--- src/core/fspm_defines.svh ---
// Purpose: constants for the fault status and protection monitor
// Assumes: included by its bare name
// Notes:   fault summary bit positions, decode codes, delays
`ifndef FSPM_DEFINES_SVH
`define FSPM_DEFINES_SVH
`define FSPM_BIT_OTHER      0
`define FSPM_BIT_LOGIC      1
`define FSPM_BIT_TEMP       2
`define FSPM_BIT_INPUT      3
`define FSPM_BIT_OVERCUR    4
`define FSPM_BIT_OVERVOLT   5
`define FSPM_BIT_OFF        6
`define FSPM_BIT_BUSY       7
`define FSPM_STATUS_RESET   8'h00
`define FSPM_CODE_ZERO      4'h0
`define FSPM_HICCUP_OFF_NS  1000
`define FSPM_CLK_NS         100
`define FSPM_HICCUP_CYC     ((`FSPM_HICCUP_OFF_NS + `FSPM_CLK_NS - 1) / `FSPM_CLK_NS)
`endif

--- src/core/fspm_pkg.sv ---
// Purpose: types for the fault status and protection monitor
// Assumes: nothing
// Notes:   hiccup sequencer states, one-hot
package fspm_pkg;
  typedef enum logic [2:0] {
    FSPM_RUN   = 3'b001,
    FSPM_STOP  = 3'b010,
    FSPM_RETRY = 3'b100
  } fspm_hiccup_e;
  typedef logic [7:0] fspm_byte_t;
endpackage

--- src/core/fault_status_protection_monitor.sv ---
// Purpose: fault latching, fault pin and protection gating of the converter
// Assumes: all inputs deglitched and synchronous to core_clk
// Notes:   status bus strobes come from an external serial target
//
// Overview of operation
// - odd decode codes enable spread spectrum select
// - busy bit follows internal register ownership
// - off bit: low output or system off
// - overvoltage flag latched until cleared
// - overcurrent flag latched on peak limit
// - input fault flag latched on undervoltage
// - temperature flag latched on shutdown/warning
// - logic fault flag set on checksum error
// - average limit active gated by enable
// - fault mode: pin asserts on summary faults
// - fault mode: pin releases when the live fault is gone or on restart
// - interrupt mode: pin toggles on changes
// - clear register access or write-one clears
// - thermal shutdown stops converter until cool
// - hiccup: stop then restart on short
// - feedback guard masked in sleep/softstart/internal
// - absolute guard tristates switch nodes
// - input guard blocks forced pulse mode
// - regulation needs both enables, pauses mode-low
// - checksum mismatch holds converter off state
// - decodes latched at power-up until reset
// - channel three only without serial bus
`include "fspm_defines.svh"
`timescale 1ns/1ps
`default_nettype none
module fault_status_protection_monitor #(
  parameter int HICCUP_CYC = `FSPM_HICCUP_CYC   // converter off time in hiccup
) (
  input  wire logic             core_clk,
  input  wire logic             rst,
  input  wire logic             powerUpDone,        // decode sample strobe level
  input  wire logic             serialBusEnable,    // serial bus function active
  input  wire logic [3:0]       configPinThreeCode, // resistor_decode channel three
  input  wire logic             startupDone,
  input  wire logic             regFieldBusy,
  input  wire logic             outputBelowPowerGood,
  input  wire logic             systemOff,
  input  wire logic             feedbackOvTrip,
  input  wire logic             absoluteOvTrip,
  input  wire logic             peakLimitTrip,
  input  wire logic             inputVoltageDetectLow,
  input  wire logic             uvloSenseLow,
  input  wire logic             thermalShutdown,
  input  wire logic             thermalWarning,
  input  wire logic             checksumMismatch,
  input  wire logic             bootDone,
  input  wire logic             avgLimitEnable,
  input  wire logic             avgLimitReached,
  input  wire logic [7:0]       pdInputs,           // inputs of pd_status_reg0
  input  wire logic             microSleep,
  input  wire logic             softStart,
  input  wire logic             internalFeedback,
  input  wire logic             hiccupEnable,
  input  wire logic             inputOvGuardEnable,
  input  wire logic             inputOvAbove,
  input  wire logic             inputRegulationEnable,
  input  wire logic             modePinLow,
  input  wire logic             forcedPwmRequest,
  input  wire logic             interruptModeSelect,
  input  wire logic             clearRegAccess,     // read or write of clear register
  input  wire logic             statusWrite,        // write strobe of summary byte
  input  wire logic [7:0]       statusWriteData,
  output fspm_pkg::fspm_byte_t  faultSummary,
  output fspm_pkg::fspm_byte_t  pdStatusReg0,
  output logic                  avgLimitActive,
  output logic                  spreadSpectrumSelect,
  output logic                  decodeValid,
  output logic                  faultPinOut,        // always drives low when enabled
  output logic                  faultPinOe,
  output logic                  converterEnable,
  output logic                  switchNodesHighZ,
  output logic                  forcedPwmAllowed,
  output logic                  inputRegulationActive,
  output logic                  converterOffState
);
  import fspm_pkg::*;

  // decoded spread spectrum bit for one code: odd codes are enabled
  function automatic logic ssDecode(input logic [3:0] code);
    ssDecode = code[0];
  endfunction

  fspm_byte_t   next_summary;                 // next latched summary
  fspm_byte_t   instant;                      // instantaneous summary inputs
  fspm_byte_t   prevInstant;                  // last cycle's instant inputs
  fspm_byte_t   prevPd;                       // last cycle's pd inputs
  fspm_byte_t   clearMask;                    // bits to clear this cycle
  fspm_hiccup_e hiccupState;                  // hiccup sequencer
  fspm_hiccup_e next_hiccupState;
  logic [15:0]  hiccupCount;                  // off-time counter
  logic         decodeAllowed;                // channel three usable
  logic         feedbackOvSeen;               // feedback guard after masking
  logic         anyChange;                    // interrupt mode change event
  logic         bootChecked;                  // checksum gate latched after boot
  logic         bootBad;

  assign decodeAllowed = !serialBusEnable;
  assign feedbackOvSeen = feedbackOvTrip && !microSleep && !softStart
                          && !internalFeedback;

  // instantaneous inputs; busy and off only observed after start-up
  assign instant[`FSPM_BIT_BUSY]     = startupDone && regFieldBusy;
  assign instant[`FSPM_BIT_OFF]      = startupDone && (outputBelowPowerGood || systemOff);
  assign instant[`FSPM_BIT_OVERVOLT] = feedbackOvSeen || absoluteOvTrip;
  assign instant[`FSPM_BIT_OVERCUR]  = peakLimitTrip;
  assign instant[`FSPM_BIT_INPUT]    = inputVoltageDetectLow || uvloSenseLow;
  assign instant[`FSPM_BIT_TEMP]     = thermalShutdown || thermalWarning;
  assign instant[`FSPM_BIT_LOGIC]    = checksumMismatch;
  assign instant[`FSPM_BIT_OTHER]    = 1'b0;

  // clear mask: whole byte on clear register access, else write-one bits
  assign clearMask = clearRegAccess ? 8'hFF :
                     (statusWrite ? statusWriteData : 8'h00);

  // set wins over clear so a same-cycle event is never lost
  always_comb begin
    next_summary = (faultSummary & ~clearMask) | instant;
    // busy and off are live levels, not latched
    next_summary[`FSPM_BIT_BUSY] = instant[`FSPM_BIT_BUSY];
    next_summary[`FSPM_BIT_OFF]  = instant[`FSPM_BIT_OFF];
  end

  // summary register and edge history
  always_ff @(posedge core_clk or posedge rst) begin
    if (rst) begin
      faultSummary <= `FSPM_STATUS_RESET;
      prevInstant  <= 8'h00;
      prevPd       <= 8'h00;
    end else begin
      faultSummary <= next_summary;
      prevInstant  <= instant;
      prevPd       <= pdInputs;
    end
  end

  // average limit flag passes straight into the pd byte
  assign avgLimitActive = avgLimitEnable && avgLimitReached;
  always_ff @(posedge core_clk or posedge rst) begin
    if (rst) begin
      pdStatusReg0 <= 8'h00;
    end else begin
      pdStatusReg0 <= {pdInputs[7:1], avgLimitActive};
    end
  end

  // decode latch: captured once at power-up, held until reset
  always_ff @(posedge core_clk or posedge rst) begin
    if (rst) begin
      decodeValid          <= 1'b0;
      spreadSpectrumSelect <= 1'b0;
    end else if (powerUpDone && !decodeValid) begin
      decodeValid          <= 1'b1;
      spreadSpectrumSelect <= decodeAllowed && ssDecode(configPinThreeCode);
    end
  end

  // interrupt mode: any change of instant or pd inputs toggles the pin
  assign anyChange = (instant != prevInstant) || (pdInputs != prevPd);
  logic intLevel;                             // toggling interrupt level
  always_ff @(posedge core_clk or posedge rst) begin
    if (rst) begin
      intLevel <= 1'b0;
    end else if (anyChange) begin
      intLevel <= !intLevel;
    end
  end

  // fault mode drives low while a live fault exists and the converter is not
  // restarting; releases once the condition is gone or during the restart pulse
  logic faultLive;
  assign faultLive = |instant[`FSPM_BIT_OVERVOLT:`FSPM_BIT_LOGIC]
                     || instant[`FSPM_BIT_OFF];
  assign faultPinOut = 1'b0;
  assign faultPinOe  = interruptModeSelect ? intLevel
                       : (faultLive && hiccupState != FSPM_RETRY);

  // checksum gate evaluated once after the boot phase
  always_ff @(posedge core_clk or posedge rst) begin
    if (rst) begin
      bootChecked <= 1'b0;
      bootBad     <= 1'b0;
    end else if (bootDone && !bootChecked) begin
      bootChecked <= 1'b1;
      bootBad     <= checksumMismatch;
    end
  end
  assign converterOffState = !bootChecked || bootBad;

  // hiccup sequencer: stop for a fixed time, then retry
  always_comb begin
    next_hiccupState = hiccupState;
    unique case (hiccupState)
      FSPM_RUN:   if (hiccupEnable && peakLimitTrip) next_hiccupState = FSPM_STOP;
      FSPM_STOP:  if (hiccupCount == 16'(HICCUP_CYC - 1)) next_hiccupState = FSPM_RETRY;
      FSPM_RETRY: next_hiccupState = FSPM_RUN;  // restart pulse
    endcase
  end
  always_ff @(posedge core_clk or posedge rst) begin
    if (rst) begin
      hiccupState <= FSPM_RUN;
      hiccupCount <= 16'h0000;
    end else begin
      hiccupState <= next_hiccupState;
      hiccupCount <= (hiccupState == FSPM_STOP) ? hiccupCount + 16'h0001 : 16'h0000;
    end
  end

  // converter gating; feedback guard alone never stops it
  assign switchNodesHighZ = absoluteOvTrip;
  assign converterEnable  = !converterOffState && !thermalShutdown
                            && !absoluteOvTrip && hiccupState == FSPM_RUN;
  assign forcedPwmAllowed = forcedPwmRequest
                            && !(inputOvGuardEnable && inputOvAbove);
  assign inputRegulationActive = inputOvGuardEnable && inputRegulationEnable
                                 && !modePinLow && forcedPwmRequest;

  // assertions
  a_ov_latch_holds: assert property (@(posedge core_clk) disable iff (rst)
    faultSummary[`FSPM_BIT_OVERVOLT] && !clearRegAccess && !statusWrite
    |=> faultSummary[`FSPM_BIT_OVERVOLT])
    else $error("overvoltage flag dropped without clear");
  a_oc_sets: assert property (@(posedge core_clk) disable iff (rst)
    peakLimitTrip |=> faultSummary[`FSPM_BIT_OVERCUR])
    else $error("overcurrent flag not set");
  a_clear_all: assert property (@(posedge core_clk) disable iff (rst)
    clearRegAccess && instant == 8'h00 |=> faultSummary == 8'h00)
    else $error("clear access left faults");
  a_temp_sets: assert property (@(posedge core_clk) disable iff (rst)
    (thermalShutdown || thermalWarning) |=> faultSummary[`FSPM_BIT_TEMP])
    else $error("temperature flag not set");
  a_tsd_stops: assert property (@(posedge core_clk) disable iff (rst)
    thermalShutdown |-> !converterEnable)
    else $error("converter runs in thermal shutdown");
  a_absolute_overvoltage_guard_tristate: assert property (@(posedge core_clk) disable iff (rst)
    absoluteOvTrip |-> switchNodesHighZ && !converterEnable)
    else $error("power stage active on absolute overvoltage");
  a_ivp_blocks: assert property (@(posedge core_clk) disable iff (rst)
    inputOvGuardEnable && inputOvAbove |-> !forcedPwmAllowed)
    else $error("forced pwm allowed above input threshold");
  a_hiccup_stop: assert property (@(posedge core_clk) disable iff (rst)
    hiccupState == FSPM_RUN && hiccupEnable && peakLimitTrip |=> !converterEnable)
    else $error("hiccup did not stop converter");
  a_int_toggle: assert property (@(posedge core_clk) disable iff (rst)
    anyChange |=> intLevel != $past(intLevel))
    else $error("interrupt level did not toggle");
  a_avg_gate: assert property (@(posedge core_clk) disable iff (rst)
    !avgLimitEnable |=> !pdStatusReg0[0])
    else $error("average limit shown while disabled");

  // live and latched bits of the summary and pd bytes
  // busy must show one cycle after ownership is seen
  a_busy_live: assert property (@(posedge core_clk) disable iff (rst)
    startupDone && regFieldBusy |=> faultSummary[`FSPM_BIT_BUSY])
    else $error("busy bit missing");
  // off is hidden until start-up completes
  a_off_gated: assert property (@(posedge core_clk) disable iff (rst)
    !startupDone |=> !faultSummary[`FSPM_BIT_OFF])
    else $error("off bit shown before start-up");
  // system off request shows in the off bit
  a_off_sets: assert property (@(posedge core_clk) disable iff (rst)
    startupDone && systemOff |=> faultSummary[`FSPM_BIT_OFF])
    else $error("off bit not set on system off");
  // input undervoltage latches the input flag
  a_input_sets: assert property (@(posedge core_clk) disable iff (rst)
    inputVoltageDetectLow || uvloSenseLow |=> faultSummary[`FSPM_BIT_INPUT])
    else $error("input flag not set");
  // checksum error latches the logic flag
  a_logic_sets: assert property (@(posedge core_clk) disable iff (rst)
    checksumMismatch |=> faultSummary[`FSPM_BIT_LOGIC])
    else $error("logic fault flag not set");
  // the unused position never reads high
  a_unused_zero: assert property (@(posedge core_clk) disable iff (rst)
    1'b1 |-> !faultSummary[`FSPM_BIT_OTHER])
    else $error("unused summary bit set");
  // overcurrent stays latched without a clear
  a_oc_holds: assert property (@(posedge core_clk) disable iff (rst)
    faultSummary[`FSPM_BIT_OVERCUR] && !clearRegAccess && !statusWrite
    |=> faultSummary[`FSPM_BIT_OVERCUR])
    else $error("overcurrent flag dropped without clear");
  // write-one clears a bit whose source is gone
  a_wr_clears: assert property (@(posedge core_clk) disable iff (rst)
    statusWrite && statusWriteData[`FSPM_BIT_TEMP] && !thermalShutdown && !thermalWarning
    |=> !faultSummary[`FSPM_BIT_TEMP])
    else $error("write-one did not clear temperature flag");
  // masked feedback guard never raises the flag by itself
  a_fb_masked: assert property (@(posedge core_clk) disable iff (rst)
    (microSleep || softStart || internalFeedback) && !absoluteOvTrip
    && !faultSummary[`FSPM_BIT_OVERVOLT] |=> !faultSummary[`FSPM_BIT_OVERVOLT])
    else $error("masked feedback guard raised the flag");
  // reached limit with enable shows in the pd byte
  a_avg_shows: assert property (@(posedge core_clk) disable iff (rst)
    avgLimitEnable && avgLimitReached |=> pdStatusReg0[0])
    else $error("average limit not shown");

  // protection gating, decode latch and pin
  // regulation needs both enables and a high mode pin
  a_ivr_gate: assert property (@(posedge core_clk) disable iff (rst)
    !(inputOvGuardEnable && inputRegulationEnable) || modePinLow |-> !inputRegulationActive)
    else $error("input regulation active without its enables");
  // a bad checksum keeps the converter off
  a_crc_off: assert property (@(posedge core_clk) disable iff (rst)
    bootChecked && bootBad |-> converterOffState && !converterEnable)
    else $error("converter left off state after bad checksum");
  // captured decode never moves until reset
  a_decode_hold: assert property (@(posedge core_clk) disable iff (rst)
    decodeValid |=> $stable(spreadSpectrumSelect))
    else $error("decode changed after capture");
  // serial bus in use forces channel three off
  a_bus_blocks: assert property (@(posedge core_clk) disable iff (rst)
    !decodeValid && powerUpDone && serialBusEnable |=> !spreadSpectrumSelect)
    else $error("spread spectrum taken while bus in use");
  // a live logic fault pulls the pin in fault mode
  a_pin_fault: assert property (@(posedge core_clk) disable iff (rst)
    !interruptModeSelect && checksumMismatch && hiccupState != FSPM_RETRY |-> faultPinOe)
    else $error("fault pin not asserted");
  // restart pulse releases the pin in fault mode
  a_pin_release: assert property (@(posedge core_clk) disable iff (rst)
    !interruptModeSelect && hiccupState == FSPM_RETRY |-> !faultPinOe)
    else $error("fault pin held during restart");
  // no input change, no pin change in interrupt mode
  a_pin_quiet: assert property (@(posedge core_clk) disable iff (rst)
    interruptModeSelect && !anyChange ##1 interruptModeSelect |-> $stable(faultPinOe))
    else $error("interrupt pin moved without a change");
  // retry lasts exactly one cycle before running again
  a_retry_once: assert property (@(posedge core_clk) disable iff (rst)
    hiccupState == FSPM_RETRY |=> hiccupState == FSPM_RUN)
    else $error("hiccup retry did not return to run");
endmodule
`default_nettype wire

--- config.mk ---
export PLATFORM = sky130hd
export DESIGN_NAME = fault_status_protection_monitor
export DESIGN_NICKNAME = d
export VERILOG_FILES = /design/src/core/fspm_pkg.sv /design/src/core/fault_status_protection_monitor.sv
export VERILOG_INCLUDE_DIRS = /design/src /design/src/core
export SDC_FILE = /design/constraint.sdc
export NUM_CORES = 1
export LEC_CHECK = 0
export BUFFER_PORTS_ARGS = -buffer_cell sky130_fd_sc_hd__buf_2
export CAP_MARGIN = 20
export CORE_MARGIN = 4
export CORE_UTILIZATION = 52
export DETAILED_ROUTE_END_ITERATION = 7
export GPL_TIMING_DRIVEN = 0
export PLACE_DENSITY = 0.92
export SYNTH_ARGS = -nofsm -noshare
export SYNTH_HDL_FRONTEND = slang
export SYNTH_SLANG_ARGS = --single-unit
--- constraint.sdc ---
create_clock -name core_clk -period 4 [get_ports core_clk]
set_clock_uncertainty 0.05 [all_clocks]
set_input_delay 0 -clock core_clk [delete_from_list [all_inputs] [get_ports core_clk]]
set_output_delay 0 -clock core_clk [all_outputs]
set_load 0.03 [all_outputs]
==> Word level (Yosys, flattened, before mapping) <==
Cells that the tools add are included.
{ "word_totals": {"ff_bits": 55, "wordCells": 71, "inputBits": 51, "output_inout_bits": 26} }
{ "op_classes": {"n_bitwise": 3, "n_reduce_logical": 40, "n_mux": 7, "n_addsub": 1, "eq_ne": 9} }
{ "ops": {"columns": ["op", "count"], "rows": [
  ["1-bit logical AND", 19],
  ["16-bit by 1-bit adder with 16-bit output, second input constant", 1],
  ["16-bit by 4-bit == test with 1-bit output, second input constant", 1],
  ["16-bit 2-to-1 mux", 1],
  ["1-bit zero test", 12],
  ["6-bit 2-to-1 mux", 2],
  ["3-bit case mux with 3 select lines", 1],
  ["8-bit != test", 1],
  ["1-bit logical OR", 7],
  ["7-bit != test", 1],
  ["6-bit bitwise AND", 1],
  ["3-bit 2-to-1 mux", 2],
  ["6-bit inverter", 1],
  ["6-bit bitwise OR", 1],
  ["5-bit OR reduction", 1],
  ["2-bit != test, second input constant", 2],
  ["3-bit by 1-bit == test with 1-bit output, second input constant", 1],
  ["3-bit by 2-bit == test with 1-bit output, second input constant", 1],
  ["3-bit == test, second input constant", 1],
  ["3-bit != test, second input constant", 1],
  ["2-bit AND reduction", 1],
  ["1-bit 2-to-1 mux", 1]
]} }

==> Longest topological paths before layout <==
{ "logic_depth": {"word_depth": 9, "mapped_depth": 6, "ltp_nobuf": 6} }

==> Least setup slack after synthesis <==
OpenSTA, ideal clock, no wires.
{ "synth_timing": {"path_kind": "reg2out", "from": "register hiccupState[2]", "to": "output port converterEnable", "n_path_buf": 0, "arrival_ns": 1.427, "stages_incl_launch_ff": 3, "slack_ns": 2.523, "required_ns": 3.950, "path_cell_list": "dfrtp_1 > or3_1 > nor3_1"} }
{ "synth_between": {"elab_chain_len": 2} }
{ "synth_rtl": {"columns": ["element", "line_no", "source"], "rows": [
  ["start, declared", "fault_status_protection_monitor.sv:93", "fspm_hiccup_e hiccupState;"],
  ["start signal, assigned", "fault_status_protection_monitor.sv:208", "hiccupState <= next_hiccupState;"],
  ["3-bit by 1-bit == test with 1-bit output", "fault_status_protection_monitor.sv:216", "&& !absoluteOvTrip && hiccupState == FSPM_RUN;"],
  ["1-bit logical AND", "fault_status_protection_monitor.sv:216", null],
  ["end, declared", "fault_status_protection_monitor.sv:75", "output logic converterEnable,"]
]} }
No other way between the ends.

==> Worst setup path in the final report <==
{ "layout_timing": {"from": "input port thermalWarning", "to": "register faultSummary[2]"} }
{ "layout_between": {"elab_chain_len": 2} }
{ "layout_rtl": {"columns": ["element", "line_no", "source"], "rows": [
  ["start, declared", "fault_status_protection_monitor.sv:49", "input wire logic thermalWarning,"],
  ["1-bit logical OR", "fault_status_protection_monitor.sv:112", "assign instant[`FSPM_BIT_TEMP] = thermalShutdown || thermalWarning;"],
  ["named net instant[2]", "fault_status_protection_monitor.sv:89", "fspm_byte_t instant;"],
  ["6-bit bitwise OR", "fault_status_protection_monitor.sv:122", "next_summary = (faultSummary & ~clearMask) | instant;"],
  ["named net next_summary[2]", "fault_status_protection_monitor.sv:88", "fspm_byte_t next_summary;"],
  ["end signal, assigned", "fault_status_protection_monitor.sv:131", "faultSummary <= `FSPM_STATUS_RESET;"],
  ["end signal, assigned", "fault_status_protection_monitor.sv:135", "faultSummary <= next_summary;"],
  ["end, declared", "fault_status_protection_monitor.sv:68", "output fspm_pkg::fspm_byte_t faultSummary,"]
]} }
The timed path passes the listed nets, and every way through them passes these cells.
A chain may end at the register's enable or synchronous reset.

==> impl.org <==
** Place
- Placement-stage worst setup slack :: between 2000 and 2500 ps
- Area after DPL :: ~2500 um2
- Number of port buffers :: 70
- GP Congestion :: 0.7803
- Summed over all nets, the half-perimeter wirelength after detailed placement is between 3000 and 4000 um.

** STA
- Setup repair after global routing left no endpoint under its margin.
- Setup violations remaining at the end of the flow were counted as 0.
- Setup slack on the critical path of the routed design comes to ~2400 ps.
- The max-slew violation total from the final report is 0.
- Static timing analysis puts the maximum clock frequency at about 610 MHz.
- Final hold violation count :: 0
- Shortest period the worst path allows :: around 1600 ps
- Period Utilization, post-route :: about two fifths
- Adding up every negative setup slack in the final design gives 0 ps.

** Clock tree
- Hold buffer count at cts :: 33
- Number of buffers on the longest clock path :: 2
- Clock tree synthesis inserted a total of 5 buffers.
- The tree is rooted in a clkbuf_8.
- Total of cells resized after clock tree synthesis :: 0
- TritonCTS built the clock tree.
- Setup fix buffers added after clock tree synthesis :: 0
- In this run the number of H-tree levels came out at 2.
- The tree built by TritonCTS fans out to 46 sinks.
- The clock reaches the later pin of the worst-skew pair after approximately 300 ps.
- After clock tree synthesis, the clock-pin slew on the worst setup and hold paths is roughly 90 ps.

** Die
- Initial core utilization :: a little under three fifths
- Row generation in the floorplan step produced 22 rows.
- The die covers slightly above 5000 um2.
- Chip Height :: around 71 um
- In this run the standard cell core region covers 3771 um2.
- During I/O placement, the number of pins put on the boundary was 77.
- Die Width :: 71.49 um

** Global route
- Entering global routing, the biggest net connects 34 pins.
- The layer flagged by global routing as most heavily used is met2.
- Wire length of the first global-routing pass :: approximately 11000 um
- Global routing used approximately 29% of the available met1 tracks.
- Via count of the first global-routing pass :: roughly 2.1k
- Global routing consumed, over all layers together, between 20% and 30% of the routing resources.
- The total overflow left after global routing is 0.
- For this run, global-route usage on met2 was measured as 52.35%.
- Initial antenna violation count :: 0
- Global Route met3 Usage :: 5.750%

** Final layout
- In the final layout, the share of cells above drive strength 1 is between 30% and 40%.
- In the final layout, the multi-input gates occupy 807.0 um2.
- Post-route cell area :: between 2000 and 3000 um2
- ANT cells :: 0
- Post-synthesis to final-layout area growth :: 41.49%
- Number of inserted filler cells in the final layout :: ~190
- Total number of nets in the final design :: 360
- Seq. cell area :: ~1200 um2

** Power
- In this run the power density over the cells is approximately 400 nW/um2.
- Power consumption :: between 1000 and 1500 uW
- In this run the static leakage power is 0.001434 uW.
- Largest vdd supply drop :: 0.3310 mV

** Synth
- Of the synthesized area, sequential elements account for between 50% and 60%.
- Yosys attributes the largest share of cell area to dfrtp_1, xor2_1, nor2_1.
- Yosys Warn Count :: 0
- Number of distinct library cells after synthesis :: 37
- Avg Synthesized Cell Area :: 10.69 um2
- Count of flip-flops with a built-in enable after synthesis :: 0
- Share of async-settable or async-resettable flops after synthesis :: 100.0%
- Flip-flop and latch count after synthesis :: 46
- Instance count of the mapped netlist :: 196
- dfrtp_1 takes more of the synthesized area than any other cell.
- Area share of the largest cell type after synthesis :: ~54%
- The number of nets handed over by synthesis was 249.
- Among all flip-flop cells after synthesis, the most frequent one is dfrtp_1.
- Total standard cell area after synthesis :: between 2000 and 2500 um2

** Critical path
- Critical Path Fanout Max :: 3
- The critical path is of the input port to register type.
- The largest individual stage delay along the critical path comes from the cell dlygate4sd3_1.
- For this run, the slowest stage of the critical path takes approximately 610 ps.
- The worst setup path is launched from an input port.
- Cell chain of the critical path :: dlygate4sd3_1 -> buf_2 -> nor2_1 -> dlygate4sd3_1 -> inv_1 -> a31o_2
- In this design, the critical path's most frequently occurring cell is dlygate4sd3_1.
- Critical path arrival :: 1780 ps
- Required time at the worst-slack endpoint :: 4150 ps
- The worst setup path is captured at a register.

** Drt
- Vias per cell :: ~5.4
- Mean routed wirelength per cell :: around 18 um
- Remaining antenna violation count after routing :: 0
- The routed design has 6500 um of wire.
- First-pass DRT Iterations :: 5
- DRC marker count from the first detailed-route iteration :: between 100 and 150
- Via count of the routed design :: 1933
- For this run, design rule violations remaining after detail routing come to 0.

** Min path
- The min-delay analysis places its worst path in the category input port to register.

** Flow run
- Max-cap violations in this run came to 0.

** Status
- Result of the run :: complete, no violations
[worst max-delay path: cells and delay by family]
kind	cells	cell delay [ps]
simple gates	1	230
buf+inv	4	1320
compound gates	1	220
[flip-flops by register name (all words and copies together), names as in the netlist]
signal,count
faultSummary,7
prevInstant,6
prevPd,1
bootChecked,1
bootBad,1
decodeValid,1
hiccupState,3
hiccupCount,16
pdStatusReg0,8
spreadSpectrumSelect,1
intLevel,1
[cell usage after synthesis (3+ instances only)]
library cell  count
dfrtp_1          45
nor2_1           24
xor2_1           22
nand2_1          12
buf_4            11
inv_1            10
nand3_1           7
xnor2_1           7
nand4_1           6
a31o_2            5
nor3_1            4
nor4_1            4
o21ai_0           4
a21oi_1           3
nand2b_1          3
or3_1             3
[metal layers]
layer	share of wire [%]	routed length (um)	vias to the layer above
li1	-	-	866
met1	33	2169	934
met2	55	3605	97
met3	5.4	348	36
met4	5.8	377	0
met5	0	0	-
[cell usage in the layout (no fill, tap or decap), types with 3 or more instances in the layout]
| cell type | n |
|---|---|
| dfrtp_1 | 45 |
| nand2b_1 | 3 |
| clkbuf_8 | 5 |
| nand4_1 | 6 |
| nand3_1 | 7 |
| inv_1 | 9 |
| a21oi_1 | 3 |
| nand2_1 | 12 |
| nor2_1 | 24 |
| o21ai_0 | 4 |
| buf_4 | 11 |
| dlygate4sd3_1 | 33 |
| nor4_1 | 4 |
| or3_1 | 3 |
| buf_2 | 71 |
| xnor2_1 | 7 |
| xor2_1 | 22 |
| a31o_2 | 5 |
| nor3_1 | 4 |
[worst paths after layout]
kind | from | end | slack, ps | cells past startpoint
max | thermalWarning | faultSummary[2]$_DFF_PP0_ | 2370 | 6
min reg2reg | intLevel$_DFFE_PP0P_ | intLevel$_DFFE_PP0P_ | 440 | 1
min in group asynchronous | rst | hiccupCount[1]$_DFF_PP0_ | 150 | 3
max in group asynchronous | rst | hiccupState[0]$_DFFE_PP1P_ | 3210 | 4
max reg2reg | hiccupCount[0]$_DFF_PP0_ | hiccupCount[14]$_DFF_PP0_ | 2380 | 6
min | statusWrite | faultSummary[3]$_DFF_PP0_ | 10 | 3
[logic make-up after synthesis]
group	count (synthesis)	share of synthesized area (%)
and+or+nand+nor	76	18.39
DFF	46	54.99
xor gates and xnor gates	29	12.12
buffers and inverters	23	6.507
AOI/OAI and AO/OA	17	5.612
adders and majority gates	2	1.194
muxes	2	1.015
other	1	0.1789
[area by class of cell]
class / count / share of cell area, %
Clock inverter: 3 / 1.350
Sequential cell: 46 / 38.86
Clock buffer: 5 / 2.321
Multi-Input combinational cell: 127 / 27.22
Tap cell: 48 / 2.025
Timing Repair Buffer: 104 / 23.63
Inverter: 10 / 1.266
Buffer: 13 / 3.333
[report_power, final]
part           internal [uW]  switching (uW)
combinational            134             169
sequential               504            46.5
clock                    184             160
[per-stage QoR]
stage / hold WS (ps) / utilization [%] / std cells
6_report: 10.28 / 78.63 / 356
5_1_grt: 47.10 / 78.63 / 356
4_1_cts: 9.931 / 78.63 / 356
3_5_place_dp: -72.37 / 66.99 / 315
3_3_place_gp: 81.21 / 66.46 / 314
2_1_floorplan: -18.57 / - / 196
Power figures use the tool's default switching activity.
